==> src/radio_cfg_pkg.sv <==
// Constants shared by the radio configuration and status register slice.
// Assumes a 10 MHz system clock and a host that reaches the registers over SPI.
package radio_cfg_pkg;
   // Clock and retry gap timing
   localparam int unsigned CLK_FREQ_MHZ = 10;
   localparam int unsigned RETRY_UNIT_US = 250;
   localparam int unsigned RETRY_UNIT_CYCLES = RETRY_UNIT_US * CLK_FREQ_MHZ;

   // Register offsets
   localparam logic [4:0] OFS_IRQ_MASK = 5'h00;
   localparam logic [4:0] OFS_PIPE_EN = 5'h02;
   localparam logic [4:0] OFS_ADDR_WIDTH = 5'h03;
   localparam logic [4:0] OFS_RETRANSMIT = 5'h04;
   localparam logic [4:0] OFS_CHANNEL = 5'h05;
   localparam logic [4:0] OFS_RADIO_SETUP = 5'h06;
   localparam logic [4:0] OFS_STATUS = 5'h07;

   // Command byte layout
   localparam int unsigned CMD_WRITE_POS = 5;
   localparam logic [2:0] CMD_READ_OP = 3'h0;
   localparam logic [2:0] CMD_WRITE_OP = 3'h1;

   // Field positions
   localparam int unsigned MASK_LSB = 4;
   localparam int unsigned FLAG_LSB = 4;
   localparam int unsigned GAP_LSB = 4;
   localparam int unsigned PIPE_NO_LSB = 1;
   localparam int unsigned FLAG_RETRY = 0;
   localparam int unsigned FLAG_SENT = 1;
   localparam int unsigned FLAG_RECV = 2;
   localparam int unsigned RF_GAIN_POS = 0;
   localparam int unsigned OUTPUT_POWER_SELECT_LSB = 1;
   localparam int unsigned RF_RATE_POS = 3;
   localparam int unsigned RF_PLL_POS = 4;

   // Reset values
   localparam logic [2:0] RST_IRQ_MASK = 3'h0;
   localparam logic [3:0] RST_PIPE_EN = 4'h3;
   localparam logic [1:0] RST_ADDR_WIDTH = 2'h3;
   localparam logic [7:0] RST_RETRANSMIT = 8'h03;
   localparam logic [6:0] RST_CHANNEL = 7'h02;
   localparam logic [4:0] RST_RADIO_SETUP = 5'h0f;
   localparam logic [2:0] RST_PIPE_NO = 3'h7;

   // Address width codes and empty pipe number code
   localparam logic [1:0] AW_ILLEGAL = 2'h0;
   localparam logic [1:0] AW_3_BYTES = 2'h1;
   localparam logic [1:0] AW_4_BYTES = 2'h2;
   localparam logic [1:0] AW_5_BYTES = 2'h3;
   localparam logic [2:0] PIPE_NO_EMPTY = 3'h7;

   // SPI frame
   localparam logic [4:0] BITS_CMD = 5'h08;
   localparam logic [4:0] BITS_DATA = 5'h10;

   typedef enum logic [1:0] {
      RT_IDLE = 2'b00,
      RT_WAIT_ACK = 2'b01,
      RT_GAP = 2'b10
   } retry_state_t;
endpackage

==> src/radio_config_status_regs.sv <==
// Configuration and status registers of the transceiver, reached over SPI,
// with the event flags, interrupt pin and the automatic retransmission timer.
// Assumes the radio core gives same-clock pulses for its events and that
// SPI pins arrive asynchronously, with SCK much slower than clk_sys_i.
//
// Overview of operation
// - Address width code: 00 illegal, 3/4/5 bytes.
// - One address width for all pipes.
// - Short widths use low address bytes only.
// - Retry gap is 250 us times code+1.
// - Retry count 1..15, zero disables, reset three.
// - Seven-bit channel field, resets to two.
// - Two-bit output power, -18 to 0 dBm.
// - Status shifts out during command byte.
// - Receive flag set on new payload.
// - Sent flag set after transmit or ack.
// - Retry limit flag halts until cleared.
// - Event flags clear only on written one.
// - Pipe number field, 111 when empty.
// - Status bit zero shows transmit FIFO full.
// - Interrupt pin low while unmasked flag set.
// - Mask bits block the pin, not flags, default unmasked.
`timescale 1ns/1ps
module radio_config_status_regs
   import radio_cfg_pkg::*;
#(
   parameter int unsigned RETRY_UNIT_CYC = RETRY_UNIT_CYCLES
) (
   input wire logic clk_sys_i,
   input wire logic nrst_i,
   // SPI and interrupt pins
   input wire logic spi_csn_i,
   input wire logic spi_sck_i,
   input wire logic spi_mosi_i,
   output logic spi_miso_o,
   output logic spi_miso_oe_o,
   output logic irq_n_o,
   // Radio core events and state
   input wire logic rx_payload_arrived_i,
   input wire logic [2:0] rx_pipe_no_i,
   input wire logic rx_fifo_empty_i,
   input wire logic tx_fifo_full_i,
   input wire logic auto_ack_en_i,
   input wire logic tx_end_i,
   input wire logic ack_received_i,
   input wire logic ack_timeout_i,
   output logic retransmit_start_o,
   output logic comm_halt_o,
   // Configuration to the radio core
   output logic [3:0] pipe_enable_o,
   output logic [2:0] addr_bytes_o,
   output logic [4:0] addr_byte_mask_o,
   output logic [3:0] retry_limit_o,
   output logic [6:0] channel_o,
   output logic air_rate_select_o,
   output logic [1:0] output_power_select_o,
   output logic receiver_gain_select_o,
   output logic pll_force_lock_o
);

   typedef struct packed {
      logic [2:0] csn_s;
      logic [2:0] sck_s;
      logic [2:0] mosi_s;
      logic csn_f;
      logic sck_f;
      logic mosi_f;
      logic [4:0] bit_cnt;
      logic [7:0] rx_sh;
      logic [7:0] tx_sh;
      logic [7:0] cmd;
      logic miso;
      logic [2:0] mask;
      logic [3:0] pipe_en;
      logic [1:0] aw;
      logic [7:0] retr;
      logic [6:0] ch;
      logic [4:0] rf;
      logic [2:0] flags;
      logic [2:0] pipe_no;
      logic tx_full;
      logic irq_n;
      logic [2:0] addr_bytes;
      logic [4:0] addr_mask;
      retry_state_t rt_state;
      logic [3:0] retry_used;
      logic [19:0] gap_cnt;
      logic retransmit;
   } state_t;

   state_t st_q;
   state_t st_d;

   logic [7:0] status_byte;
   logic [7:0] read_data;
   logic [19:0] gap_target;
   logic gap_done;
   logic sck_rise;
   logic csn_fall;
   logic wr_status;
   logic [2:0] clr_flags;
   logic [2:0] set_flags;
   logic [7:0] wr_data;

   // Pipe number reads as empty whenever the receive FIFO holds nothing
   assign status_byte = {1'b0, st_q.flags, st_q.pipe_no, st_q.tx_full};

   always_comb begin
      read_data = 8'h00;
      case (st_q.cmd[4:0])
         OFS_IRQ_MASK: read_data = {1'b0, st_q.mask, 4'h0};
         OFS_PIPE_EN: read_data = {4'h0, st_q.pipe_en};
         OFS_ADDR_WIDTH: read_data = {6'h00, st_q.aw};
         OFS_RETRANSMIT: read_data = st_q.retr;
         OFS_CHANNEL: read_data = {1'b0, st_q.ch};
         OFS_RADIO_SETUP: read_data = {3'h0, st_q.rf};
         OFS_STATUS: read_data = status_byte;
         default: read_data = 8'h00;
      endcase
   end

   assign gap_target = (20'(st_q.retr[7:GAP_LSB]) + 20'h00001) * 20'(RETRY_UNIT_CYC);
   assign gap_done = st_q.gap_cnt >= gap_target - 20'h00001;

   always_comb begin
      st_d = st_q;
      sck_rise = 1'b0;
      csn_fall = 1'b0;
      wr_status = 1'b0;
      clr_flags = 3'h0;
      set_flags = 3'h0;
      wr_data = {st_q.rx_sh[6:0], st_q.mosi_f};

      // Three-stage pin sampling; the filtered level follows once stages two and three agree
      st_d.csn_s = {st_q.csn_s[1:0], spi_csn_i};
      st_d.sck_s = {st_q.sck_s[1:0], spi_sck_i};
      st_d.mosi_s = {st_q.mosi_s[1:0], spi_mosi_i};
      if (st_q.csn_s[2] == st_q.csn_s[1]) begin
         st_d.csn_f = st_q.csn_s[2];
      end
      if (st_q.sck_s[2] == st_q.sck_s[1]) begin
         st_d.sck_f = st_q.sck_s[2];
      end
      if (st_q.mosi_s[2] == st_q.mosi_s[1]) begin
         st_d.mosi_f = st_q.mosi_s[2];
      end
      csn_fall = st_q.csn_f && !st_d.csn_f;
      sck_rise = !st_q.csn_f && !st_q.sck_f && st_d.sck_f;

      if (csn_fall) begin
         // Snapshot of status is what the host sees alongside its command byte
         st_d.bit_cnt = 5'h00;
         st_d.tx_sh = status_byte;
         st_d.miso = status_byte[7];
      end else if (sck_rise) begin
         st_d.rx_sh = wr_data;
         // MISO moves right after the sampling edge, so it is stable for the host's next edge
         st_d.tx_sh = {st_q.tx_sh[6:0], 1'b0};
         st_d.miso = st_q.tx_sh[6];
         if (st_q.bit_cnt != 5'h1f) begin
            st_d.bit_cnt = st_q.bit_cnt + 5'h01;
         end
         if (st_q.bit_cnt + 5'h01 == BITS_CMD) begin
            st_d.cmd = wr_data;
            // Read data is loaded once the command is known
            if (wr_data[7:CMD_WRITE_POS] == CMD_READ_OP) begin
               st_d.tx_sh = 8'h00;
               st_d.miso = 1'b0;
            end
         end
         if (st_q.bit_cnt + 5'h01 == BITS_DATA && st_q.cmd[7:CMD_WRITE_POS] == CMD_WRITE_OP) begin
            case (st_q.cmd[4:0])
               OFS_IRQ_MASK: st_d.mask = wr_data[MASK_LSB +: 3];
               OFS_PIPE_EN: st_d.pipe_en = wr_data[3:0];
               OFS_ADDR_WIDTH: st_d.aw = wr_data[1:0];
               OFS_RETRANSMIT: st_d.retr = wr_data;
               OFS_CHANNEL: st_d.ch = wr_data[6:0];
               OFS_RADIO_SETUP: st_d.rf = wr_data[4:0];
               OFS_STATUS: wr_status = 1'b1;
               default: wr_status = 1'b0;
            endcase
         end
      end
      // Load read data one system cycle after the command byte lands
      if (!st_q.csn_f && !sck_rise && st_q.bit_cnt == BITS_CMD && st_q.cmd[7:CMD_WRITE_POS] == CMD_READ_OP
            && st_q.rx_sh == st_q.cmd && st_q.tx_sh == 8'h00 && !st_q.miso) begin
         st_d.tx_sh = read_data;
         st_d.miso = read_data[7];
      end

      if (wr_status) begin
         clr_flags = wr_data[FLAG_LSB +: 3];
      end

      // Retransmission engine
      st_d.retransmit = 1'b0;
      if (st_q.gap_cnt != 20'hfffff) begin
         st_d.gap_cnt = st_q.gap_cnt + 20'h00001;
      end
      case (st_q.rt_state)
         RT_IDLE: begin
            if (tx_end_i && !st_q.flags[FLAG_RETRY]) begin
               if (auto_ack_en_i) begin
                  st_d.rt_state = RT_WAIT_ACK;
                  st_d.gap_cnt = 20'h00000;
               end else begin
                  set_flags[FLAG_SENT] = 1'b1;
               end
            end
         end
         RT_WAIT_ACK: begin
            if (ack_received_i) begin
               set_flags[FLAG_SENT] = 1'b1;
               st_d.retry_used = 4'h0;
               st_d.rt_state = RT_IDLE;
            end else if (ack_timeout_i) begin
               if (st_q.retry_used >= st_q.retr[3:0]) begin
                  set_flags[FLAG_RETRY] = 1'b1;
                  st_d.retry_used = 4'h0;
                  st_d.rt_state = RT_IDLE;
               end else begin
                  st_d.rt_state = RT_GAP;
               end
            end
         end
         RT_GAP: begin
            if (gap_done) begin
               st_d.retransmit = 1'b1;
               st_d.retry_used = st_q.retry_used + 4'h1;
               st_d.rt_state = RT_IDLE;
            end
         end
         default: st_d.rt_state = RT_IDLE;
      endcase

      set_flags[FLAG_RECV] = rx_payload_arrived_i;
      // A set arriving with its clear keeps the flag
      st_d.flags = (st_q.flags & ~clr_flags) | set_flags;
      st_d.pipe_no = rx_fifo_empty_i ? PIPE_NO_EMPTY : rx_pipe_no_i;
      st_d.tx_full = tx_fifo_full_i;
      st_d.irq_n = ~|(st_d.flags & ~st_d.mask);

      if (!nrst_i) begin
         st_d = '0;
         st_d.csn_s = 3'h7;
         st_d.csn_f = 1'b1;
         st_d.mask = RST_IRQ_MASK;
         st_d.pipe_en = RST_PIPE_EN;
         st_d.aw = RST_ADDR_WIDTH;
         st_d.retr = RST_RETRANSMIT;
         st_d.ch = RST_CHANNEL;
         st_d.rf = RST_RADIO_SETUP;
         st_d.pipe_no = RST_PIPE_NO;
         st_d.irq_n = 1'b1;
         st_d.rt_state = RT_IDLE;
      end

      // Width decode is registered with its code; one width for every pipe and the transmit address
      case (st_d.aw)
         AW_3_BYTES: begin
            st_d.addr_bytes = 3'h3;
            st_d.addr_mask = 5'h07;
         end
         AW_4_BYTES: begin
            st_d.addr_bytes = 3'h4;
            st_d.addr_mask = 5'h0f;
         end
         AW_5_BYTES: begin
            st_d.addr_bytes = 3'h5;
            st_d.addr_mask = 5'h1f;
         end
         default: begin
            st_d.addr_bytes = 3'h0;
            st_d.addr_mask = 5'h00;
         end
      endcase
   end

   always_ff @(posedge clk_sys_i) begin
      st_q <= st_d;
   end

   assign addr_bytes_o = st_q.addr_bytes;
   assign addr_byte_mask_o = st_q.addr_mask;

   assign spi_miso_o = st_q.miso;
   assign spi_miso_oe_o = !st_q.csn_f;
   assign irq_n_o = st_q.irq_n;
   assign retransmit_start_o = st_q.retransmit;
   assign comm_halt_o = st_q.flags[FLAG_RETRY];
   assign pipe_enable_o = st_q.pipe_en;
   assign retry_limit_o = st_q.retr[3:0];
   assign channel_o = st_q.ch;
   assign air_rate_select_o = st_q.rf[RF_RATE_POS];
   assign output_power_select_o = st_q.rf[OUTPUT_POWER_SELECT_LSB +: 2];
   assign receiver_gain_select_o = st_q.rf[RF_GAIN_POS];
   // Test-only force; the host is expected to leave it at zero
   assign pll_force_lock_o = st_q.rf[RF_PLL_POS];

endmodule // radio_config_status_regs

==> config.mk <==
export PLATFORM = sky130hd
export DESIGN_NAME = radio_config_status_regs
export DESIGN_NICKNAME = d
export VERILOG_FILES = /design/src/radio_cfg_pkg.sv /design/src/radio_config_status_regs.sv
export SDC_FILE = /design/constraint.sdc
export NUM_CORES = 1
export LEC_CHECK = 0
export BUFFER_PORTS_ARGS = -buffer_cell sky130_fd_sc_hd__buf_2
export CORE_UTILIZATION = 59
export CTS_BUF_LIST = sky130_fd_sc_hd__clkbuf_4
export DETAILED_ROUTE_END_ITERATION = 8
export PLACE_DENSITY = 0.85
export SLEW_MARGIN = 10
export SYNTH_ARGS = -nofsm -noshare
export SYNTH_HDL_FRONTEND = slang
export SYNTH_SLANG_ARGS = --single-unit
==> constraint.sdc <==
create_clock -name clk_sys_i -period 9.15 [get_ports clk_sys_i]
set_input_delay 0.915 -clock clk_sys_i [delete_from_list [all_inputs] [get_ports clk_sys_i]]
set_output_delay 0.915 -clock clk_sys_i [all_outputs]
set_load 0.01 [all_outputs]
* Word level (Yosys, flattened, before mapping)
Index checks and enable logic that the tools add are counted.
** Cells by class
- Mux-type cells :: 50
- Reductions and logical operators :: 38
- Add/sub/neg operators :: 5
- Equal/unequal tests :: 26
- Multiply operators :: 1
- Bitwise operators :: 7
- Shift-type cells :: 0
- Div/mod/pow operators :: 0
- Order comparisons :: 2
** Operator list (count)
- two-way mux 20 bit :: 4
- two-way mux 65 bit :: 1
- two-way mux 29 bit :: 2
- one-hot mux 8 bit (7 select lines) :: 1
- two-way mux 54 bit :: 1
- two-way mux 8 bit :: 4
- one-hot mux 8 bit (3 select lines) :: 1
- AND reduction 4 bit :: 6
- adder 20 x 1 -> 20 bit, second input constant :: 1
- equality test 5 x 3 -> 1 bit, second input constant :: 4
- greater-or-equal comparator 20 bit :: 1
- != test 20 bit, second input constant :: 1
- two-way mux 1 bit :: 18
- two-way mux 6 bit :: 3
- subtractor 17 x 1 -> 18 bit, second input constant :: 1
- two-way mux 17 bit :: 1
- multiplier 5 x 10 -> 15 bit, second input constant :: 1
- logical AND 1 bit :: 11
- equality test 5 x 2 -> 1 bit, second input constant :: 2
- equality test 5 x 4 -> 1 bit, second input constant :: 2
- two-way mux 3 bit :: 3
- equality test 8 bit :: 1
- zero test 8 bit :: 1
- two-way mux 2 bit :: 4
- 32 further kinds :: 54
** Storage, ports and cells
- Memory bits (writable) :: 0
- Bits in read-only memories :: 0
- Output and inout bits :: 33
- Memories kept :: 0
- Latch bits :: 0
- Logic and storage cells :: 156
- Input bits :: 15
- Register bits after elaboration :: 114

* Longest topological paths before layout
- Depth after elaboration :: 16
- Gate-level depth with buffers :: 26
- Mapped depth without buffers :: 25

* Least setup slack after synthesis
No wires, ideal clock.
- Kind :: register -> register
- Start :: reg st_q[59] in the netlist's numbering
- End :: reg st_q[24] in the netlist's numbering
- Library setup time :: 76 ps
- Data required time :: 9074 ps
- Cell stages (with the launch flop) :: 24
- Arrival time :: 5606 ps
- Setup slack :: 3468 ps
- Cells stage by stage :: dfxtp_1 > ha_1 > and3_1 > clkbuf_1 > fa_1 > inv_1 > ha_1 > inv_1 > fa_1 > inv_1 > ha_1 > nand4b_1 > a21boi_0 > o311ai_0 > nand4_1 > nand3b_1 > ha_1 > nand4_1 > or2_2 > o221ai_1 > nand2b_1 > clkbuf_1 > or3_1 > a21boi_0
** On the way
- Word-level cells in the longest chain between the ends :: 6
** RTL lines
- start, declared :: RTL line radio_config_status_regs.sv:91 : state_t st_q;
- start signal, assigned :: RTL line radio_config_status_regs.sv:280 : st_q <= st_d;
- adder 4 x 1 -> 5 bit :: RTL line radio_config_status_regs.sv:122 : assign gap_target = (20'(st_q.retr[7:GAP_LSB]) + 20'h00001) * 20'(RETRY_UNIT_CYC);
- multiplier 5 x 10 -> 15 bit :: RTL line radio_config_status_regs.sv:122
- subtractor 17 x 1 -> 18 bit :: RTL line radio_config_status_regs.sv:123 : assign gap_done = st_q.gap_cnt >= gap_target - 20'h00001;
- greater-or-equal comparator 20 bit :: RTL line radio_config_status_regs.sv:123
- != test 2 bit (no source line)
- AND reduction 4 bit (no source line)
Every way passes these cells.
A chain may end at the register's enable or synchronous reset.

* Worst setup path in the final report
Same ends and word-level chain as after synthesis.

==> summary.md <==
| Metric | Value |
|---|---|
| Inst Count DP | 863 |
| WL final | 14.3 mm |
| HP Class | reg2reg |
| Most area-consuming cells after synthesis | dfxtp_1, ha_1, mux2i_1 |
| I/O Buffers | 47 |
| Worst R2R Start | st_q[59]$_SDFFE_PN0P_ |
| Met1 Track Usage GR | 34.0% |
| Hold_sp | st_q[111]$_SDFF_PN1_ |
| Placed cell area | 0.00645 mm² |
| WP data arrival | 6.96 ns |
| Area leader, netlist | dfxtp_1 |
| CTS resizes | 0 |
| Dominant synthesized flop cell | dfxtp_1 |
| Final setup fails | 0 |
| Synth Instances | 734 |
| Yosys warning total | 0 |
| Synthesis-stage register bit count | 109 |
| Netlist cell types | 59 |
| Crit end category | flop |
| Synth top cells by count | dfxtp_1, nand2_1, nor2_1 |
| Die ar. | 0.0112 mm² |
| Initial antenna violation count | 0 |
| PwrDens | 117 mW/mm² |
| Max Clock Skew | 0.0238 ns |
| Final Cycle Share | 71.7% |
| Total of max-cap violations | 0 |
| Seq/Total Area, Yosys | 34.4% |
| Synthesis-to-finish area growth | 4.28% |
| Type of the worst setup path | reg2reg |
| Post-route ant nets | 0 |
| Layout Nets | 812 |
| Design area | 0.00662 mm² |
| Worst IR Drop VDD | 0.0996 mV |
| DRT iter0 DRCs | 421 |
| Row count | 37 |
| Setup crit start | st_q[59]$_SDFFE_PN0P_ |
| CTS max path bufs | 2 |
| TritonCTS clock tree | done |
| Root buffer cell | clkbuf_4 |
| Status | finished, final reports clean |
| CP peak stage delay | 0.71 ns |
| Post-CTS Setup Bufs | 0 |
| Grt ovf | 0 |
| Total power | 0.773 mW |
| Post-synth top area share | 34.4% |
| Reg clk slew, reported paths | 0.17 ns |
| Setup TNS | 0 ns |
| Vias in the first global route | 4987 |
| Vias | 5283 |
| Async set or reset register ratio after synthesis | 0% |
| Placement Setup Slack | 2.69 ns |
| Layout Utilization | 63.8% |
| Crit-path cells | nand3_1 > xnor2_1 > fa_1 > inv_1 > ha_1 > inv_1 > fa_1 > inv_1 > ha_1 > nand4b_1 > a21boi_0 > o311ai_0 > nand4_1 > nand3b_1 > ha_1 > nand4_1 > or2_2 > o221ai_1 > nand2b_1 > or3_1 > a21boi_0 |
| Slew margin rel. | 37.3% |
| Skew-Pair Late Insertion Delay | 0.49 ns |
| Ratio of cells with drive above 1 in the final layout | 10.9% |
| H-Tree Level Count | 3 |
| First-pass GRT wire length | 23.9 mm |
| DR vias/cell | 6.01 |
| Top Ports | 48 |
| Worst path slowest cell | o311ai_0 |
| Gpl congestion | 0.886 |
| Worst-Margin Slew | 0.935 ns |
| Core area | 0.0104 mm² |
| Met3 GRT Util | 3.15% |
| CTS Hold Bufs | 0 |
| Fin Hold WS | 0.419 ns |
| Finished Layout Cells | 879 |
| Syn avg cell area | 8.64 µm² |
| Initial Utilization | 61.2% |
| Die X | 106 µm |
| Max-slew violation count | 0 |
| GRT Total Usage | 26.7% |
| DP Wirelength | 10.6 mm |
| Req. time, crit path | 9.55 ns |
| Wire per inst | 16.3 µm |
| Endpoints failing hold | 0 |
| Leakage | 2.83 nW |
| Mapped Area | 0.00634 mm² |
| CP max FO | 8 |
| Clock Sinks | 109 |
| Largest net degree at the start of global routing | 53 |
| First-pass detailed-route iteration total | 5 |
| Gr busiest metal | met2 |
| Antenna cells | 0 |
| Synth Net Count | 808 |
| Most common cell in the synthesized netlist | dfxtp_1 |
| Period minus WS final | 6.56 ns |
| Startpoint types | flop |
| Total CTS buffers | 9 |
| Met2 global-route usage | 45.0% |
| Peak Freq | 152 MHz |
| Die height | 106 µm |
| Post-synth EDFFs | 0 |
| Post-route setup slack | 2.59 ns |
| Unrepaired setup endpoints after global routing | no |
| Residual DRC | 0 |
==> kinds of logic after synthesis <==
group,synth area share [%]
AOI/OAI and AO/OA,12.0
xor gates and xnor gates,6.63
adders and majority gates,12.1
buffers and inverters,6.88
DFF,34.4
muxes,6.59
and+or+nand+nor,21.4
==> report_power, final <==
group	internal (mW)	switching, mW
combinational	0.00876	0.0143
clock	0.0902	0.176
sequential	0.480	0.00428
total	0.579	0.194
==> registers in the layout (all words and copies together), names as in the netlist, 2 cells and up <==
signal and flops:
st_q 81, channel_o 7, pipe_enable_o 4, retry_limit_o 4, addr_byte_mask_o 3, addr_bytes_o 2
output_power_select_o 2
==> placed cells by master (no fill, tap or decap), types with 4 or more instances in the layout <==
cell / instances
dfxtp_1: 109
nand2_1: 83
nor2_1: 64
ha_1: 55
buf_2: 47
a21oi_1: 40
mux2i_1: 37
inv_1: 31
xor2_1: 31
nand3_1: 21
o21ai_0: 20
xnor2_1: 17
a22oi_1: 16
and2_1: 14
nand4_1: 13
nor3_1: 12
nand2b_1: 10
clkbuf_4: 9
and3_1: 8
a21o_1: 8
or3_1: 7
nor2b_1: 5
o22ai_1: 5
a31oi_1: 5
o211ai_1: 4
and4_1: 4
nand3b_1: 4
nor4_1: 4
nor3_2: 4
fa_1: 4
==> layer usage <==
layer | vias to the layer above | part of all wire [%]
li1 | 2539 | -
met1 | 2500 | 44
met3 | 35 | 5.4
met4 | 0 | 2.7
met5 | - | 0
met2 | 209 | 48
==> path summary, 6_finish.rpt <==
check | end | slack [ns] | depth (start not counted)
min | st_q[112]$_SDFF_PN1_ | 0.42 | 1
max | st_q[24]$_SDFFE_PN0P_ | 2.59 | 21
max reg2reg | st_q[24]$_SDFFE_PN0P_ | 2.59 | 21
min reg2reg | st_q[112]$_SDFF_PN1_ | 0.42 | 1
==> layout make-up <==
class | instances | area, µm²
Inverter | 31 | 116
Clock inverter | 7 | 96.3
Fill cell | 868 | 3750
Tap cell | 136 | 170
Sequential cell | 109 | 2180
Timing Repair Buffer | 50 | 258
Multi-Input combinational cell | 537 | 3720
Clock buffer | 9 | 67.6
==> worst max-delay path: cells and delay by family, from the launching register on <==
kind | cells | cell delay, ns
adder cells (fa/ha/maj) | 5 | 1.87
AND/OR/NAND/NOR | 8 | 1.90
AO/OA/AOI/OAI | 4 | 1.28
buffers and inverters | 3 | 0.17
flip-flops | 1 | 0.55
XOR/XNOR | 1 | 0.69
Power figures use the tool's default switching activity.
